### src/pts_defs.vh
// Constants for the pulse train servo I/O block
// Behaviour
// - Decode quadrature, step/sign or CW/CCW pulses
// - Differential uses positive pins; single-ended uses negative
// - Homing runs while request held, aborts otherwise
// - Drive energized only while enable input asserted
// - Homing done asserted after successful origin search
// - In-position while deviation within tolerance; code also needs drive energized
// - Fault output high normally, low on alarm
// - Drive status flag follows energized drive
// - Every detected fault raises the alarm
`ifndef PTS_DEFS_VH
`define PTS_DEFS_VH

// ==========================================================
// Register offsets
`define PTS_ADDR_CTRL      8'h00
`define PTS_ADDR_STATUS    8'h04
`define PTS_ADDR_DEV       8'h08
`define PTS_ADDR_INPOS_TOL 8'h0c
`define PTS_ADDR_DEV_LIMIT 8'h10
`define PTS_ADDR_SPD_LIMIT 8'h14
`define PTS_ADDR_IRQ_STAT  8'h18
`define PTS_ADDR_IRQ_MASK  8'h1c

// ==========================================================
// Field positions
`define PTS_CTRL_FMT_LO    0
`define PTS_CTRL_FMT_HI    1
`define PTS_CTRL_SE        2
`define PTS_ST_FAULT_LO    8
`define PTS_ST_FAULT_HI    12

// ==========================================================
// Pulse formats
`define PTS_FMT_QUAD       2'h0
`define PTS_FMT_STEP_SIGN  2'h1
`define PTS_FMT_CW_CCW     2'h2

// ==========================================================
// Reset values
`define PTS_RST_CTRL       32'h00000000
`define PTS_RST_INPOS_TOL  32'h0000000a
`define PTS_RST_DEV_LIMIT  32'h00001000
`define PTS_RST_SPD_LIMIT  32'h00000200
`define PTS_RST_IRQ_MASK   32'h00000000

// ==========================================================
// Timing
`define PTS_CLK_KHZ        100000
`define PTS_DIFF_MAX_KPPS  500
`define PTS_SE_MAX_KPPS    100
`define PTS_DIFF_MIN_CYC   (`PTS_CLK_KHZ / `PTS_DIFF_MAX_KPPS)
`define PTS_SE_MIN_CYC     (`PTS_CLK_KHZ / `PTS_SE_MAX_KPPS)
// One millisecond window, sized to fit the 20-bit window counter
`define PTS_SPEED_WIN_US   1000
`define PTS_SPEED_WIN_CYC  20'h186a0

`endif

### src/pts_top.v
// Pulse train servo I/O: pin decode, deviation, homing, alarms, APB registers
//
// Our own choices: the register offsets and register access over APB.
`include "pts_defs.vh"
module pts_top #(
   parameter        DEV_W     = 24,
   parameter [19:0] SPEED_WIN = `PTS_SPEED_WIN_CYC
) (
   input  wire        pclk,
   input  wire        presetn,
   input  wire        psel,
   input  wire        penable,
   input  wire        pwrite,
   input  wire [7:0]  paddr,
   input  wire [31:0] pwdata,
   output reg  [31:0] prdata,
   output reg         pready,
   output reg         pslverr,
   input  wire        step_in_pos,
   input  wire        step_in_neg,
   input  wire        heading_in_pos,
   input  wire        heading_in_neg,
   input  wire        homing_request,
   input  wire        alarm_reset_input,
   input  wire        drive_enable_input,
   input  wire        feedback_a,
   input  wire        feedback_b,
   input  wire        home_sensor_in,
   input  wire        sensor_fault_in,
   input  wire        cpu_fault_in,
   output reg         homing_done,
   output reg         homing_active,
   output reg         in_position,
   output reg         fault_n,
   output reg         drive_enabled_flag,
   output reg         motor_drive_on,
   output reg         irq
);

   localparam [1:0] H_IDLE = 2'h0;
   localparam [1:0] H_SEEK = 2'h1;
   localparam [1:0] H_DONE = 2'h2;
   localparam [19:0] WIN_END = SPEED_WIN - 20'h00001;

   function [DEV_W-1:0] mag;
      input [DEV_W-1:0] v;
      begin
         mag = v[DEV_W-1] ? (~v + 1'b1) : v;
      end
   endfunction

   // ==========================================================
   // Pin synchronisers
   wire [11:0] pin_s;
   pts_sync #(.W(12)) u_sync (
      .pclk    (pclk),
      .presetn (presetn),
      .d       ({step_in_pos, step_in_neg, heading_in_pos, heading_in_neg,
                 homing_request, alarm_reset_input, drive_enable_input,
                 feedback_a, feedback_b, home_sensor_in, sensor_fault_in,
                 cpu_fault_in}),
      .q       (pin_s)
   );
   wire step_p_s  = pin_s[11];
   wire step_n_s  = pin_s[10];
   wire head_p_s  = pin_s[9];
   wire head_n_s  = pin_s[8];
   wire home_rq_s = pin_s[7];
   wire arst_s    = pin_s[6];
   wire enable_s  = pin_s[5];
   wire fb_a_s    = pin_s[4];
   wire fb_b_s    = pin_s[3];
   wire home_s    = pin_s[2];
   wire posdet_s  = pin_s[1];
   wire cpu_s     = pin_s[0];

   // ==========================================================
   // Registers
   reg  [31:0]      ctrl;
   reg  [31:0]      inpos_tol;
   reg  [31:0]      dev_limit;
   reg  [31:0]      spd_limit;
   reg  [31:0]      irq_mask;
   reg  [2:0]       irq_stat;
   reg  [4:0]       fault_lat;
   reg  [1:0]       hstate;
   reg  [DEV_W-1:0] dev;
   reg              arst_d;

   wire single = ctrl[`PTS_CTRL_SE];
   // Open-collector inputs pull low when active, so the negative pin is inverted
   wire cmd_a  = single ? ~step_n_s : step_p_s;
   wire cmd_b  = single ? ~head_n_s : head_p_s;

   // ==========================================================
   // Decoders
   wire cmd_step;
   wire cmd_dir;
   wire fb_step;
   wire fb_dir;
   pts_decode u_cmd (
      .pclk    (pclk),
      .presetn (presetn),
      .fmt     (ctrl[`PTS_CTRL_FMT_HI:`PTS_CTRL_FMT_LO]),
      .a       (cmd_a),
      .b       (cmd_b),
      .step    (cmd_step),
      .dir     (cmd_dir)
   );
   pts_decode u_fb (
      .pclk    (pclk),
      .presetn (presetn),
      .fmt     (`PTS_FMT_QUAD),
      .a       (fb_a_s),
      .b       (fb_b_s),
      .step    (fb_step),
      .dir     (fb_dir)
   );

   // ==========================================================
   // Deviation counter
   // Commands are ignored while homing, since the search owns the motion
   wire             accept  = cmd_step & motor_drive_on & (hstate != H_SEEK);
   wire [DEV_W-1:0] cmd_inc = accept ? (cmd_dir ? {{(DEV_W-1){1'b0}}, 1'b1}
                                                : {DEV_W{1'b1}}) : {DEV_W{1'b0}};
   wire [DEV_W-1:0] fb_inc  = fb_step ? (fb_dir ? {{(DEV_W-1){1'b0}}, 1'b1}
                                                : {DEV_W{1'b1}}) : {DEV_W{1'b0}};
   wire [31:0]      dev_mag = {{(32-DEV_W){1'b0}}, mag(dev)};

   always @(posedge pclk or negedge presetn) begin
      if (!presetn) begin
         dev <= {DEV_W{1'b0}};
      end else if (!motor_drive_on) begin
         dev <= {DEV_W{1'b0}};
      end else begin
         dev <= dev + cmd_inc - fb_inc;
      end
   end

   // ==========================================================
   // Pulse frequency and command speed monitors
   reg  [9:0]  gap;
   reg         seen;
   reg  [19:0] win_cnt;
   reg  [15:0] pcnt;
   wire [31:0] min_gap  = single ? `PTS_SE_MIN_CYC : `PTS_DIFF_MIN_CYC;
   wire        freq_evt = cmd_step & seen & ({22'h000000, gap} < min_gap);
   wire        spd_evt  = cmd_step & ({16'h0000, pcnt} >= spd_limit);

   always @(posedge pclk or negedge presetn) begin
      if (!presetn) begin
         gap     <= 10'h000;
         seen    <= 1'b0;
         win_cnt <= 20'h00000;
         pcnt    <= 16'h0000;
      end else begin
         if (cmd_step) begin
            gap  <= 10'h000;
            seen <= 1'b1;
         end else if (gap != 10'h3ff) begin
            gap <= gap + 10'h001;
         end
         if (win_cnt == WIN_END) begin
            win_cnt <= 20'h00000;
            pcnt    <= 16'h0000;
         end else begin
            win_cnt <= win_cnt + 20'h00001;
            if (cmd_step && pcnt != 16'hffff)
               pcnt <= pcnt + 16'h0001;
         end
      end
   end

   // ==========================================================
   // Fault latch and drive control
   wire       dev_over   = dev_mag > dev_limit;
   wire [4:0] fault_now  = {cpu_s, posdet_s, freq_evt, spd_evt, dev_over};
   wire       cause_held = dev_over | posdet_s | cpu_s;
   wire       arst_rise  = arst_s & ~arst_d;
   reg  [4:0] next_fault;
   always @* begin
      next_fault = fault_lat | fault_now;
      // A fresh fault on the reset edge survives the clear
      if (arst_rise && !cause_held)
         next_fault = fault_now;
   end
   wire next_alarm = |next_fault;
   wire next_drive = enable_s & ~next_alarm;

   always @(posedge pclk or negedge presetn) begin
      if (!presetn) begin
         fault_lat          <= 5'h00;
         arst_d             <= 1'b0;
         fault_n            <= 1'b0;
         motor_drive_on     <= 1'b0;
         drive_enabled_flag <= 1'b0;
      end else begin
         fault_lat          <= next_fault;
         arst_d             <= arst_s;
         fault_n            <= ~next_alarm;
         motor_drive_on     <= next_drive;
         drive_enabled_flag <= next_drive;
      end
   end

   // ==========================================================
   // Homing sequence
   wire alarm = |fault_lat;
   always @(posedge pclk or negedge presetn) begin
      if (!presetn) begin
         hstate        <= H_IDLE;
         homing_done   <= 1'b0;
         homing_active <= 1'b0;
      end else begin
         case (hstate)
            H_IDLE: begin
               if (home_rq_s && motor_drive_on && !alarm) begin
                  hstate        <= H_SEEK;
                  homing_done   <= 1'b0;
                  homing_active <= 1'b1;
               end
            end
            H_SEEK: begin
               if (!home_rq_s || !motor_drive_on || alarm) begin
                  hstate        <= H_IDLE;
                  homing_active <= 1'b0;
               end else if (home_s) begin
                  hstate        <= H_DONE;
                  homing_done   <= 1'b1;
                  homing_active <= 1'b0;
               end
            end
            H_DONE: begin
               if (!home_rq_s)
                  hstate <= H_IDLE;
            end
            default: begin
               hstate        <= H_IDLE;
               homing_active <= 1'b0;
            end
         endcase
         // An alarm loses the origin; incremental position must be searched again
         if (alarm)
            homing_done <= 1'b0;
      end
   end

   // ==========================================================
   // In-position
   wire next_inpos = motor_drive_on & (dev_mag <= inpos_tol);
   always @(posedge pclk or negedge presetn) begin
      if (!presetn)
         in_position <= 1'b0;
      else
         in_position <= next_inpos;
   end

   // ==========================================================
   // APB slave
   wire setup  = psel & ~penable;
   wire access = psel & penable & pready;
   wire wr     = access & pwrite;
   wire rd_irq = access & ~pwrite & (paddr == `PTS_ADDR_IRQ_STAT);
   reg  [31:0] rd_mux;
   reg         hit;
   always @* begin
      hit    = 1'b1;
      rd_mux = 32'h00000000;
      case (paddr)
         `PTS_ADDR_CTRL:      rd_mux = ctrl;
         `PTS_ADDR_STATUS:    rd_mux = {19'h00000, fault_lat, 2'h0, hstate,
                                        drive_enabled_flag, fault_n, in_position,
                                        homing_done};
         `PTS_ADDR_DEV:       rd_mux = {{(32-DEV_W){dev[DEV_W-1]}}, dev};
         `PTS_ADDR_INPOS_TOL: rd_mux = inpos_tol;
         `PTS_ADDR_DEV_LIMIT: rd_mux = dev_limit;
         `PTS_ADDR_SPD_LIMIT: rd_mux = spd_limit;
         `PTS_ADDR_IRQ_STAT:  rd_mux = {29'h00000000, irq_stat};
         `PTS_ADDR_IRQ_MASK:  rd_mux = irq_mask;
         default:             hit = 1'b0;
      endcase
   end

   always @(posedge pclk or negedge presetn) begin
      if (!presetn) begin
         pready    <= 1'b0;
         pslverr   <= 1'b0;
         prdata    <= 32'h00000000;
         ctrl      <= `PTS_RST_CTRL;
         inpos_tol <= `PTS_RST_INPOS_TOL;
         dev_limit <= `PTS_RST_DEV_LIMIT;
         spd_limit <= `PTS_RST_SPD_LIMIT;
         irq_mask  <= `PTS_RST_IRQ_MASK;
      end else begin
         // Answer in the first access cycle; pready drops after the transfer
         pready  <= setup;
         pslverr <= setup & ~hit;
         prdata  <= (setup & ~pwrite) ? rd_mux : 32'h00000000;
         if (wr) begin
            case (paddr)
               `PTS_ADDR_CTRL:      ctrl      <= {29'h00000000, pwdata[2:0]};
               `PTS_ADDR_INPOS_TOL: inpos_tol <= pwdata;
               `PTS_ADDR_DEV_LIMIT: dev_limit <= pwdata;
               `PTS_ADDR_SPD_LIMIT: spd_limit <= pwdata;
               `PTS_ADDR_IRQ_MASK:  irq_mask  <= {29'h00000000, pwdata[2:0]};
               default: begin
               end
            endcase
         end
      end
   end

   // ==========================================================
   // Interrupts
   reg        alarm_d;
   reg        hdone_d;
   reg        inpos_d;
   wire [2:0] irq_evt = {in_position & ~inpos_d, homing_done & ~hdone_d, alarm & ~alarm_d};
   // Clear only the bits the read returned; an event after the data was taken stays set
   wire [2:0] next_irq_stat = ((rd_irq ? ~prdata[2:0] : 3'h7) & irq_stat) | irq_evt;
   always @(posedge pclk or negedge presetn) begin
      if (!presetn) begin
         irq_stat <= 3'h0;
         alarm_d  <= 1'b0;
         hdone_d  <= 1'b0;
         inpos_d  <= 1'b0;
         irq      <= 1'b0;
      end else begin
         irq_stat <= next_irq_stat;
         alarm_d  <= alarm;
         hdone_d  <= homing_done;
         inpos_d  <= in_position;
         irq      <= |(next_irq_stat & irq_mask[2:0]);
      end
   end
endmodule

### src/pts_sync.v
// Two-stage synchroniser for asynchronous pin inputs
module pts_sync #(
   parameter W = 1
) (
   input  wire         pclk,
   input  wire         presetn,
   input  wire [W-1:0] d,
   output wire [W-1:0] q
);

   // ==========================================================
   // Per-bit flop pair
   genvar i;
   generate
      for (i = 0; i < W; i = i + 1) begin : g_bit
         reg s1;
         reg s2;
         always @(posedge pclk or negedge presetn) begin
            if (!presetn) begin
               s1 <= 1'b0;
               s2 <= 1'b0;
            end else begin
               s1 <= d[i];
               s2 <= s1;
            end
         end
         assign q[i] = s2;
      end
   endgenerate
endmodule

### src/pts_decode.v
// Pulse format decoder: one-cycle step pulse with direction
`include "pts_defs.vh"
module pts_decode (
   input  wire       pclk,
   input  wire       presetn,
   input  wire [1:0] fmt,
   input  wire       a,
   input  wire       b,
   output reg        step,
   output reg        dir
);

   reg a_d;
   reg b_d;

   // ==========================================================
   // Edge decode
   always @(posedge pclk or negedge presetn) begin
      if (!presetn) begin
         a_d  <= 1'b0;
         b_d  <= 1'b0;
         step <= 1'b0;
         dir  <= 1'b0;
      end else begin
         a_d <= a;
         b_d <= b;
         case (fmt)
            `PTS_FMT_STEP_SIGN: begin
               step <= a & ~a_d;
               dir  <= b;
            end
            `PTS_FMT_CW_CCW: begin
               step <= (a & ~a_d) ^ (b & ~b_d);
               dir  <= a & ~a_d;
            end
            default: begin
               // Times-four decode; a double edge is an illegal jump and is dropped
               step <= (a ^ a_d) ^ (b ^ b_d);
               dir  <= (a ^ a_d) ? (a ^ b) : ~(a ^ b);
            end
         endcase
      end
   end
endmodule

### config.mk
export PLATFORM = sky130hd
export DESIGN_NAME = pts_top
export DESIGN_NICKNAME = d
export VERILOG_FILES = /design/src/pts_top.v /design/src/pts_sync.v /design/src/pts_decode.v
export VERILOG_INCLUDE_DIRS = /design/src
export SDC_FILE = /design/constraint.sdc
export NUM_CORES = 1
export LEC_CHECK = 0
export ABC_AREA = 1
export BUFFER_PORTS_ARGS = -buffer_cell sky130_fd_sc_hd__buf_4
export CORE_MARGIN = 3
export CORE_UTILIZATION = 49
export CTS_CLUSTER_DIAMETER = 150
export DETAILED_ROUTE_END_ITERATION = 6
export GPL_ROUTABILITY_DRIVEN = 0
export GPL_TIMING_DRIVEN = 0
export PLACE_DENSITY_LB_ADDON = 0.15
export SYNTH_ARGS = -nofsm -noshare
export SYNTH_HDL_FRONTEND = slang
export SYNTH_SLANG_ARGS = --single-unit
### constraint.sdc
create_clock -name pclk -period 4.04 [get_ports pclk]
set_input_delay 0.808 -clock pclk [delete_from_list [all_inputs] [get_ports pclk]]
set_output_delay 0.808 -clock pclk [all_outputs]
set_load 0.005 [all_outputs]
==> flow_metrics.env, run 1 <==
export IMPL_status="completed"
export IMPL_setup_violations=0
export IMPL_power_internal_mw=4.66
export IMPL_fin_crit_sh_pct=92.2
export IMPL_cts_hold_buffers=0
export IMPL_drive_above_1_share_pct=11.1
export IMPL_maxCapViolCount=0
export IMPL_post_cts_setup_buffers=0
export IMPL_drtAntennaViolNets=0
export IMPL_ys_flop_type="dfrtp_1"
export IMPL_rows=62
export IMPL_worst_pin_slew_ns=1.02
export IMPL_die_height_um=179
export IMPL_grt_max_degree=103
export IMPL_grt_ovfl_total=0
export IMPL_synth_area_sq_mm=0.0146
export IMPL_cts_buffers=29
export IMPL_clk_latency_ns=0.56
export IMPL_die_width_um=179
export IMPL_power_switching_mw=1.68
export IMPL_cp_num_buf_inv=2
export IMPL_ys_ff_latch=259
export IMPL_finalWirelength_um=38600
export IMPL_postSynth_asyncResetShare_pct=100
export IMPL_p_leak_nw=8.22
export IMPL_syn_num_nets=1923
export IMPL_ios=98
export IMPL_hpwl_um=30000
export IMPL_netlist_instances=1744
export IMPL_area_growth_pct=16.1
export IMPL_netlist_top_cells_area="dfrtp_1 (44%), ha_1 (8.5%), nand2_1 (8.3%)"
export IMPL_clock_sinks=259
export IMPL_pwr_share_clk_pct=44.0
export IMPL_cts_resized=0
export IMPL_avgSynthCellArea_sq_um=8.37
export IMPL_initial_utilization_pct=50.3
export IMPL_vias_per_cell=5.39
export IMPL_grt_pass1_wl_um=63200
export IMPL_port_buffers=97
export IMPL_cp_arrival_ns=4.20
export IMPL_fmax_ghz=0.269
export IMPL_start_kind="register"
export IMPL_core_area_sq_mm=0.0290
export IMPL_cp_end_kind="register"
export IMPL_critPathMaxFanout=4
export IMPL_ys_warn_count=0
export IMPL_p_sw_share_pct=26.5
export IMPL_instances_no_fill=2282
export IMPL_first_global_vias=12000
export IMPL_crit_path_top_delay_cell="dfrtp_1"
export IMPL_pwr_share_comb_pct=12.6
export IMPL_antenna_found_initial=0
export IMPL_wl_per_cell_um=16.9
export IMPL_drcViolationCount=0
export IMPL_root_buffer="clkbuf_16"
export IMPL_cts_max_level=1
export IMPL_slew_headroom_pct=30.1
export IMPL_peakVddDrop_v=0.000400
export IMPL_first_iter_violations=967
export IMPL_total_power_mw=6.33
export IMPL_utilization_pct=58.4
export IMPL_synth_distinct_cells=51
export IMPL_synth_edf_count=0
export IMPL_tns_ns=0
export IMPL_min_path_type="in -> async"
export IMPL_critical_path_top_delay_family="simple AND/OR/NAND/NOR gates"
export IMPL_clk_pin_slew_worst_paths_ns=0.06
export IMPL_cpMostUsedCell="nand2_1"
export IMPL_worstPathRequired_ns=4.52
export IMPL_maxSlewViolCount=0
export IMPL_die_area_sq_mm=0.0319
export IMPL_max_stage_delay_ns=0.42
export IMPL_cts_tree="built"
export IMPL_num_nets_final=2054
export IMPL_fin_skew_ns=0.0121
export IMPL_antenna_cells=0
export IMPL_path_cells="inv_2 > ha_1 > nand2_1 > nor3_2 > nand2_1 > nor2_1 > nand3_1 > nor2_1 > nand2_1 > o21ai_2 > nand2_1 > xor2_2 > ha_1 > nand4_1 > inv_1 > nand2_1 > nor2_2 > a21oi_1 > nand2_2 > nand2_1 > a21oi_2 > nand3_1 > nor2_1"
export IMPL_cts_max_path_buffers=3
export IMPL_synth_seq_area_share_pct=44.4
export IMPL_first_pass_iters=6
export IMPL_track_usage_pct=25.0
export IMPL_dp_cells=2228
export IMPL_synth_top_area_cell="dfrtp_1"
export IMPL_layout_min_cycle_time_ns=3.72
export IMPL_hold_viol_final=0
export IMPL_vias=12300
export IMPL_synth_top_area_share_pct=43.7
export IMPL_power_density_mw_per_mm2=374
export IMPL_seqPwrFrac_pct=43.5
export IMPL_crit_type="reg -> reg"
==> state kept, by name, indices dropped and copies added (netlist names), 2 cells and up <==
name,count
gap,10
spd_limit,32
u_sync.g_bit.s2,12
pcnt,16
irq_stat,3
prdata,32
u_sync.g_bit.s1,12
fault_lat,5
hstate,2
ctrl,3
dev_limit,32
win_cnt,20
dev,24
irq_mask,3
inpos_tol,32
==> cell usage after synthesis, types with 7 or more instances <==
cell      instances
nor4_1           18
xnor2_1          12
nand4_1          20
buf_2             7
nand3_1          42
ha_1             99
a21oi_1         109
nor2_1          126
nor3_2            7
fa_1             23
o21ai_0         134
inv_1           285
a31oi_1           8
o22ai_1          29
clkbuf_1         26
nor3_1           32
o21ai_1          52
dfrtp_1         255
inv_2            10
a211oi_1          8
a41oi_1           9
a221oi_1         16
xor2_1           35
nand2_1         324
==> metrics by stage <==
| stage | hold slack [ns] | area [sq um] | worst slack (ns) |
|---|---|---|---|
| CTS | 0.212 | 16900 | 0.131 |
| detailed placement | 0.336 | 15900 | 0.153 |
| global route | 0.236 | 17000 | -0.00282 |
| floorplan | 0.331 | 14600 | 0.481 |
| global placement | 0.335 | 15800 | -0.296 |
| finish | 0.196 | 17000 | 0.317 |
==> cell type report <==
class | count | area, sq um
sequential | 259 | 6490
clock buffer | 37 | 786
timing repair buffer | 100 | 818
buffer | 38 | 155
inverter | 301 | 1140
tap | 384 | 480
multi-input combinational | 1146 | 6860
fill | 2654 | 12100
clock inverter | 17 | 229
==> logic make-up (layout without fill, tap and decap cells) <==
| group | after synthesis | count (layout) | share of synthesized area (%) |
|---|---|---|---|
| simple gates | 593 | 593 | 17.6 |
| compound gates | 384 | 384 | 14.7 |
| fa+ha+maj | 122 | 122 | 11.6 |
| buf+inv | 339 | 493 | 8.87 |
| xor+xnor | 47 | 47 | 2.82 |
| flops | 259 | 259 | 44.4 |
==> path summary, 6_finish.rpt <==
check                      slack, ns                    startpoint  cells after the start                            to
max                             0.32              dev[0]$_DFF_PN0_                     23      motor_drive_on$_DFF_PN0_
min                             0.20                       presetn                      1     inpos_tol[24]$_DFFE_PN0P_
max reg2reg                     0.32              dev[0]$_DFF_PN0_                     23      motor_drive_on$_DFF_PN0_
min reg2reg                     0.35  u_sync.g_bit[4].s1$_DFF_PN0_                      0  u_sync.g_bit[4].s2$_DFF_PN0_
max in group asynchronous       2.50                       presetn                      3          u_cmd.step$_DFF_PN0_
min in group pclk               0.35  u_sync.g_bit[4].s1$_DFF_PN0_                      0  u_sync.g_bit[4].s2$_DFF_PN0_
==> placed cells by master (no fill, tap or decap), types with 31 or more instances in the layout <==
cell type  instances
o21ai_0          134
xor2_1            34
inv_1            283
nand2_1          323
clkbuf_1          31
a21oi_1          107
o21ai_1           52
nor3_1            31
nor2_1           124
buf_4             97
nand3_1           42
ha_1              99
dfrtp_1          255
==> metal layers <==
layer  up-vias  global-route usage, %  share of wire [%]
met4         0                   6.27                2.4
met1      5845                   35.7                 45
li1       6009                      -                  -
met5         -                      0                  0
met2       387                   40.8                 47
met3        51                   2.68                5.6
==> power by group through the flow <==
| stage | Combinational, mW | Clock (mW) | Sequential (mW) |
|---|---|---|---|
| global route | 0.924 | 2.95 | 2.76 |
| detailed placement | 0.795 | 0 | 2.80 |
| floorplan | 0.533 | 0 | 2.77 |
| CTS | 0.799 | 2.84 | 2.75 |
| global placement | 0.753 | 0 | 2.80 |
| finish | 0.797 | 2.78 | 2.75 |
Power figures use the tool's default switching activity.
==> inputs of run 2 (changes only) <==
- CORE_UTILIZATION: 49 -> 55
==> flow_metrics.env, run 2 (same netlist as run 1, synthesis figures left out) <==
export IMPL_cp_arrival_ns=4.23
export IMPL_worst_pin_slew_ns=0.806
export IMPL_path_cells="inv_2 > ha_1 > nand2_1 > nor3_2 > nand2_1 > nor2_1 > nand3_1 > nor2_1 > nand2_1 > o21ai_2 > nand2_1 > xor2_2 > ha_1 > nand4_1 > inv_1 > nand2_1 > nor2_1 > a21oi_1 > nand2_2 > nand2_1 > a21oi_2 > nand3_1 > nor2_1"
export IMPL_critical_path_top_delay_family="simple AND/OR/NAND/NOR gates"
export IMPL_core_area_sq_mm=0.0261
export IMPL_grt_max_degree=127
export IMPL_vias=12500
export IMPL_drive_above_1_share_pct=11.0
export IMPL_peakVddDrop_v=0.000487
export IMPL_post_dp_cell_area_sq_mm=0.0158
export IMPL_root_buffer="clkbuf_16"
export IMPL_num_nets_final=2052
export IMPL_fin_crit_sh_pct=93.0
export IMPL_cpMostUsedCell="nand2_1"
export IMPL_nFillCells=2226
export IMPL_fin_area_sq_mm=0.0169
export IMPL_drtAntennaViolNets=0
export IMPL_rows=59
export IMPL_worstPathRequired_ns=4.51
export IMPL_tns_ns=0
export IMPL_drcViolationCount=0
export IMPL_hpwl_um=29100
export IMPL_clock_sinks=259
export IMPL_final_common_cell="nand2_1"
export IMPL_fmax_ghz=0.266
export IMPL_critPathMaxFanout=4
export IMPL_fin_skew_ns=0.0259
export IMPL_finalWirelength_um=37900
export IMPL_track_usage_pct=26.6
export IMPL_crit_path_top_delay_cell="dfrtp_1"
export IMPL_maxSlewViolCount=0
export IMPL_layout_min_cycle_time_ns=3.76
export IMPL_min_path_type="in -> async"
export IMPL_wl_per_cell_um=17.0
export IMPL_max_stage_delay_ns=0.43
export IMPL_area_growth_pct=15.4
export IMPL_final_cell_mix="nand2_1 (323), inv_1 (283), dfrtp_1 (255)"
export IMPL_cp_end_kind="register"
export IMPL_die_width_um=169
export IMPL_antenna_found_initial=0
export IMPL_r2r_cells=23
export IMPL_crit_type="reg -> reg"
export IMPL_rr_startpoint="dev[0]$_DFF_PN0_"
export IMPL_r2r_slack_ns=0.28
export IMPL_slew_headroom_pct=44.9
export IMPL_power_density_mw_per_mm2=374
export IMPL_grt_pass1_wl_um=61600
export IMPL_initial_utilization_pct=56.0
export IMPL_ios=98
export IMPL_first_iter_violations=1173
export IMPL_cp_num_buf_inv=2
export IMPL_status="completed"
export IMPL_cts_max_path_buffers=3
export IMPL_clk_latency_ns=0.55
export IMPL_start_kind="register"
export IMPL_cts_tree="built"
export IMPL_r2r_end="motor_drive_on$_DFF_PN0_"
export IMPL_antenna_cells=0
export IMPL_grt_ovfl_total=0
export IMPL_port_buffers=97
export IMPL_first_pass_iters=6
export IMPL_hold_viol_final=0
export IMPL_first_global_vias=12000
export IMPL_die_height_um=169
export IMPL_cts_max_level=1
export IMPL_cts_hold_buffers=0
export IMPL_die_area_sq_mm=0.0285
export IMPL_clk_pin_slew_worst_paths_ns=0.06
export IMPL_maxCapViolCount=0
export IMPL_crit_start="dev[0]$_DFF_PN0_"
export IMPL_setup_violations=0
export IMPL_p_leak_nw=8.20
export IMPL_cts_buffers=27
export IMPL_vias_per_cell=5.61
-- run 2: what timing repair did --
item / in CTS / in global routing
buffers inserted: 0 / 0
resized for setup: 0 / 8
setup endpoints to repair: 0 / 8
-- run 2: stage by stage --
stage	hold WS (ns)	setup slack (ns)	utilization [%]	cells	power (mW)
after global placement	0.333	-0.225	60.4	2176	3.55
after floorplan	0.331	0.481	-	1744	3.30
after global routing	0.0478	-0.0103	64.7	2229	6.58
after detailed placement	0.335	0.198	60.8	2179	3.60
after CTS	0.0488	0.0437	64.6	2229	6.34
final	0.0610	0.282	64.7	2229	6.30
-- run 2: where the power goes --
group,switching [mW],internal [mW]
sequential,0.0801,2.67
combinational,0.521,0.287
clock,1.06,1.67
total,1.66,4.63
-- run 2: layer usage --
metal	track usage (%)	vias up	part of all wire, %
met5	0	-	0
met4	8.00	0	2.7
met3	4.27	82	6.8
met2	42.4	457	47
met1	37.7	5966	44
li1	-	5999	-
-- run 2: worst max-delay path by stage --
stage	slack (ns)	end	cells past startpoint
floorplan	0.48	dev[18]$_DFF_PN0_	14
global placement	-0.22	dev[19]$_DFF_PN0_	13
detailed placement	0.20	motor_drive_on$_DFF_PN0_	22
CTS	0.04	motor_drive_on$_DFF_PN0_	22
global route	-0.01	motor_drive_on$_DFF_PN0_	23
finish	0.28	motor_drive_on$_DFF_PN0_	23
-- run 2: cell type report --
class                      instances  area, sq um  area share, %
buffer                            38          155          0.920
clock buffer                      33          728           4.32
clock inverter                    17          256           1.52
inverter                         301         1140           6.76
multi-input combinational       1146         6850           40.7
sequential                       259         6490           38.5
tap                              335          419           2.49
timing repair buffer             100          818           4.85
==> inputs of run 3 (changes only) <==
- CELL_PAD_IN_SITES_DETAIL_PLACEMENT: default -> 2
- CELL_PAD_IN_SITES_GLOBAL_PLACEMENT: default -> 2
- CORE_UTILIZATION: 55 -> 34
==> flow_metrics.env, run 3 (same netlist as run 1, synthesis figures left out) <==
export IMPL_nFillCells=4747
export IMPL_clk_latency_ns=0.53
export IMPL_pwr_share_clk_pct=45.3
export IMPL_power_internal_mw=4.76
export IMPL_wl_per_cell_um=21.6
export IMPL_power_switching_mw=1.90
export IMPL_drcViolationCount=0
export IMPL_r2r_cells=17
export IMPL_maxCapViolCount=0
export IMPL_setup_ws_ns=0.274
export IMPL_maxSlewViolCount=0
export IMPL_dp_cells=2383
export IMPL_finalWirelength_um=52800
export IMPL_first_global_vias=14100
export IMPL_core_area_sq_mm=0.0422
export IMPL_power_density_mw_per_mm2=385
export IMPL_start_kind="register"
export IMPL_p_leak_nw=8.28
export IMPL_endpoint="dev[22]$_DFF_PN0_"
export IMPL_min_path_type="in -> async"
export IMPL_hpwl_um=41400
export IMPL_instances_no_fill=2449
export IMPL_drive_above_1_share_pct=12.2
export IMPL_total_power_mw=6.66
export IMPL_grt_setup_unrepaired="true"
export IMPL_grt_ovfl_total=0
export IMPL_r2r_slack_ns=0.27
export IMPL_post_place_ws_ns=-0.184
export IMPL_num_nets_final=2063
export IMPL_rr_startpoint="hstate[0]$_DFFE_PN0P_"
export IMPL_fin_area_sq_mm=0.0173
export IMPL_vias_per_cell=5.23
export IMPL_initial_utilization_pct=34.6
export IMPL_root_buffer="clkbuf_16"
export IMPL_p_sw_share_pct=28.5
export IMPL_cp_end_kind="register"
export IMPL_fin_skew_ns=0.0152
export IMPL_crit_type="reg -> reg"
export IMPL_die_area_sq_mm=0.0455
export IMPL_cts_max_level=2
export IMPL_first_pass_iters=5
export IMPL_pwr_share_comb_pct=13.1
export IMPL_clock_sinks=259
export IMPL_grt_pass1_wl_um=82300
export IMPL_antenna_found_initial=1
export IMPL_r2r_end="dev[22]$_DFF_PN0_"
export IMPL_die_width_um=213
export IMPL_cts_hold_buffers=0
export IMPL_vias=12800
export IMPL_worst_pin_slew_ns=1.08
export IMPL_cts_max_path_buffers=3
export IMPL_critPathMaxFanout=6
export IMPL_cts_buffers=34
export IMPL_first_iter_violations=647
export IMPL_port_buffers=97
export IMPL_status="completed"
export IMPL_peakVddDrop_v=0.000283
export IMPL_crit_start="hstate[0]$_DFFE_PN0P_"
export IMPL_ios=98
export IMPL_die_height_um=213
export IMPL_drtAntennaViolNets=0
export IMPL_slew_headroom_pct=25.8
export IMPL_area_growth_pct=18.5
export IMPL_utilization_pct=41.0
export IMPL_clk_pin_slew_worst_paths_ns=0.06
export IMPL_rows=75
export IMPL_track_usage_pct=23.5
export IMPL_final_common_cell="nand2_1"
export IMPL_grt_max_degree=105
export IMPL_fmax_ghz=0.266
export IMPL_final_cell_mix="nand2_1 (322), inv_1 (283), dfrtp_1 (253)"
export IMPL_cts_tree="built"
export IMPL_post_dp_cell_area_sq_mm=0.0161
export IMPL_setup_violations=0
export IMPL_cp_arrival_ns=4.20
export IMPL_fin_crit_sh_pct=93.2
export IMPL_worstPathRequired_ns=4.48
export IMPL_hold_viol_final=0
export IMPL_layout_min_cycle_time_ns=3.77
export IMPL_seqPwrFrac_pct=41.6
[run 3: worst min path at each step]
stage | end | cells past startpoint | from
global route | prdata[17]$_DFF_PN0_ | 1 | presetn
CTS | inpos_tol[17]$_DFFE_PN0P_ | 1 | presetn
global placement | u_sync.g_bit[4].s2$_DFF_PN0_ | 0 | u_sync.g_bit[4].s1$_DFF_PN0_
floorplan | u_sync.g_bit[0].s2$_DFF_PN0_ | 0 | u_sync.g_bit[0].s1$_DFF_PN0_
detailed placement | u_sync.g_bit[8].s2$_DFF_PN0_ | 0 | u_sync.g_bit[8].s1$_DFF_PN0_
finish | prdata[14]$_DFF_PN0_ | 1 | presetn
[run 3: final cells by class]
cell class	instances	area (sq um)	share of cell area, %
clock buffer	49	998	5.77
buffer	38	155	0.896
tap	539	674	3.90
antenna	1	2.50	0.0145
clock inverter	12	111	0.643
inverter	301	1140	6.60
multi-input combinational	1148	6910	39.9
timing repair buffer	102	826	4.77
sequential	259	6490	37.5
[run 3: power groups by stage]
stage	registers [mW]	logic (mW)	clock network, mW
after floorplan	2.77	0.533	0
after global placement	2.80	0.793	0
after detailed placement	2.81	0.862	0
after CTS	2.77	0.872	3.10
after global routing	2.78	0.999	3.21
final	2.77	0.870	3.02
[run 3: worst max-delay path, stage by stage, from the launching register on]
cell and delay [ns]:
dfrtp_1 0.44, inv_1 0.13, nor2_1 0.05, inv_1 0.11, nand3_2 0.17, or2_4 0.37
buf_4 0.18, fa_1 0.47, inv_1 0.05, ha_1 0.38, nand2_1 0.13, nor4_2 0.36
nand4_1 0.15, nand3_1 0.20, nand3_1 0.09, nand2_1 0.08, o21ai_0 0.07, a21oi_1 0.23
[run 3: what timing repair did]
action | in CTS | in global routing
hold endpoints to repair | 0 | 0
buffers inserted | 0 | 2
resized for setup | 5 | 19
gates cloned | 0 | 2
pin swaps | 0 | 5
setup endpoints to repair | 8 | 10
[run 3: layer usage]
metal  GRT usage [%]  vias up  wire length [um]
li1                -     6005                 -
met1            32.6     6551             24800
met2            39.2      186             25100
met3            2.85       56              1750
met4            6.06        0              1150
met5               0        -                 0
[run 3: stage by stage]
step	setup TNS (ns)	hold slack, ns
after floorplan	0	0.331
after global placement	-26.62	0.335
after detailed placement	-0.448	0.337
after CTS	0	0.200
after global routing	-0.0464	0.223
final	0	0.186
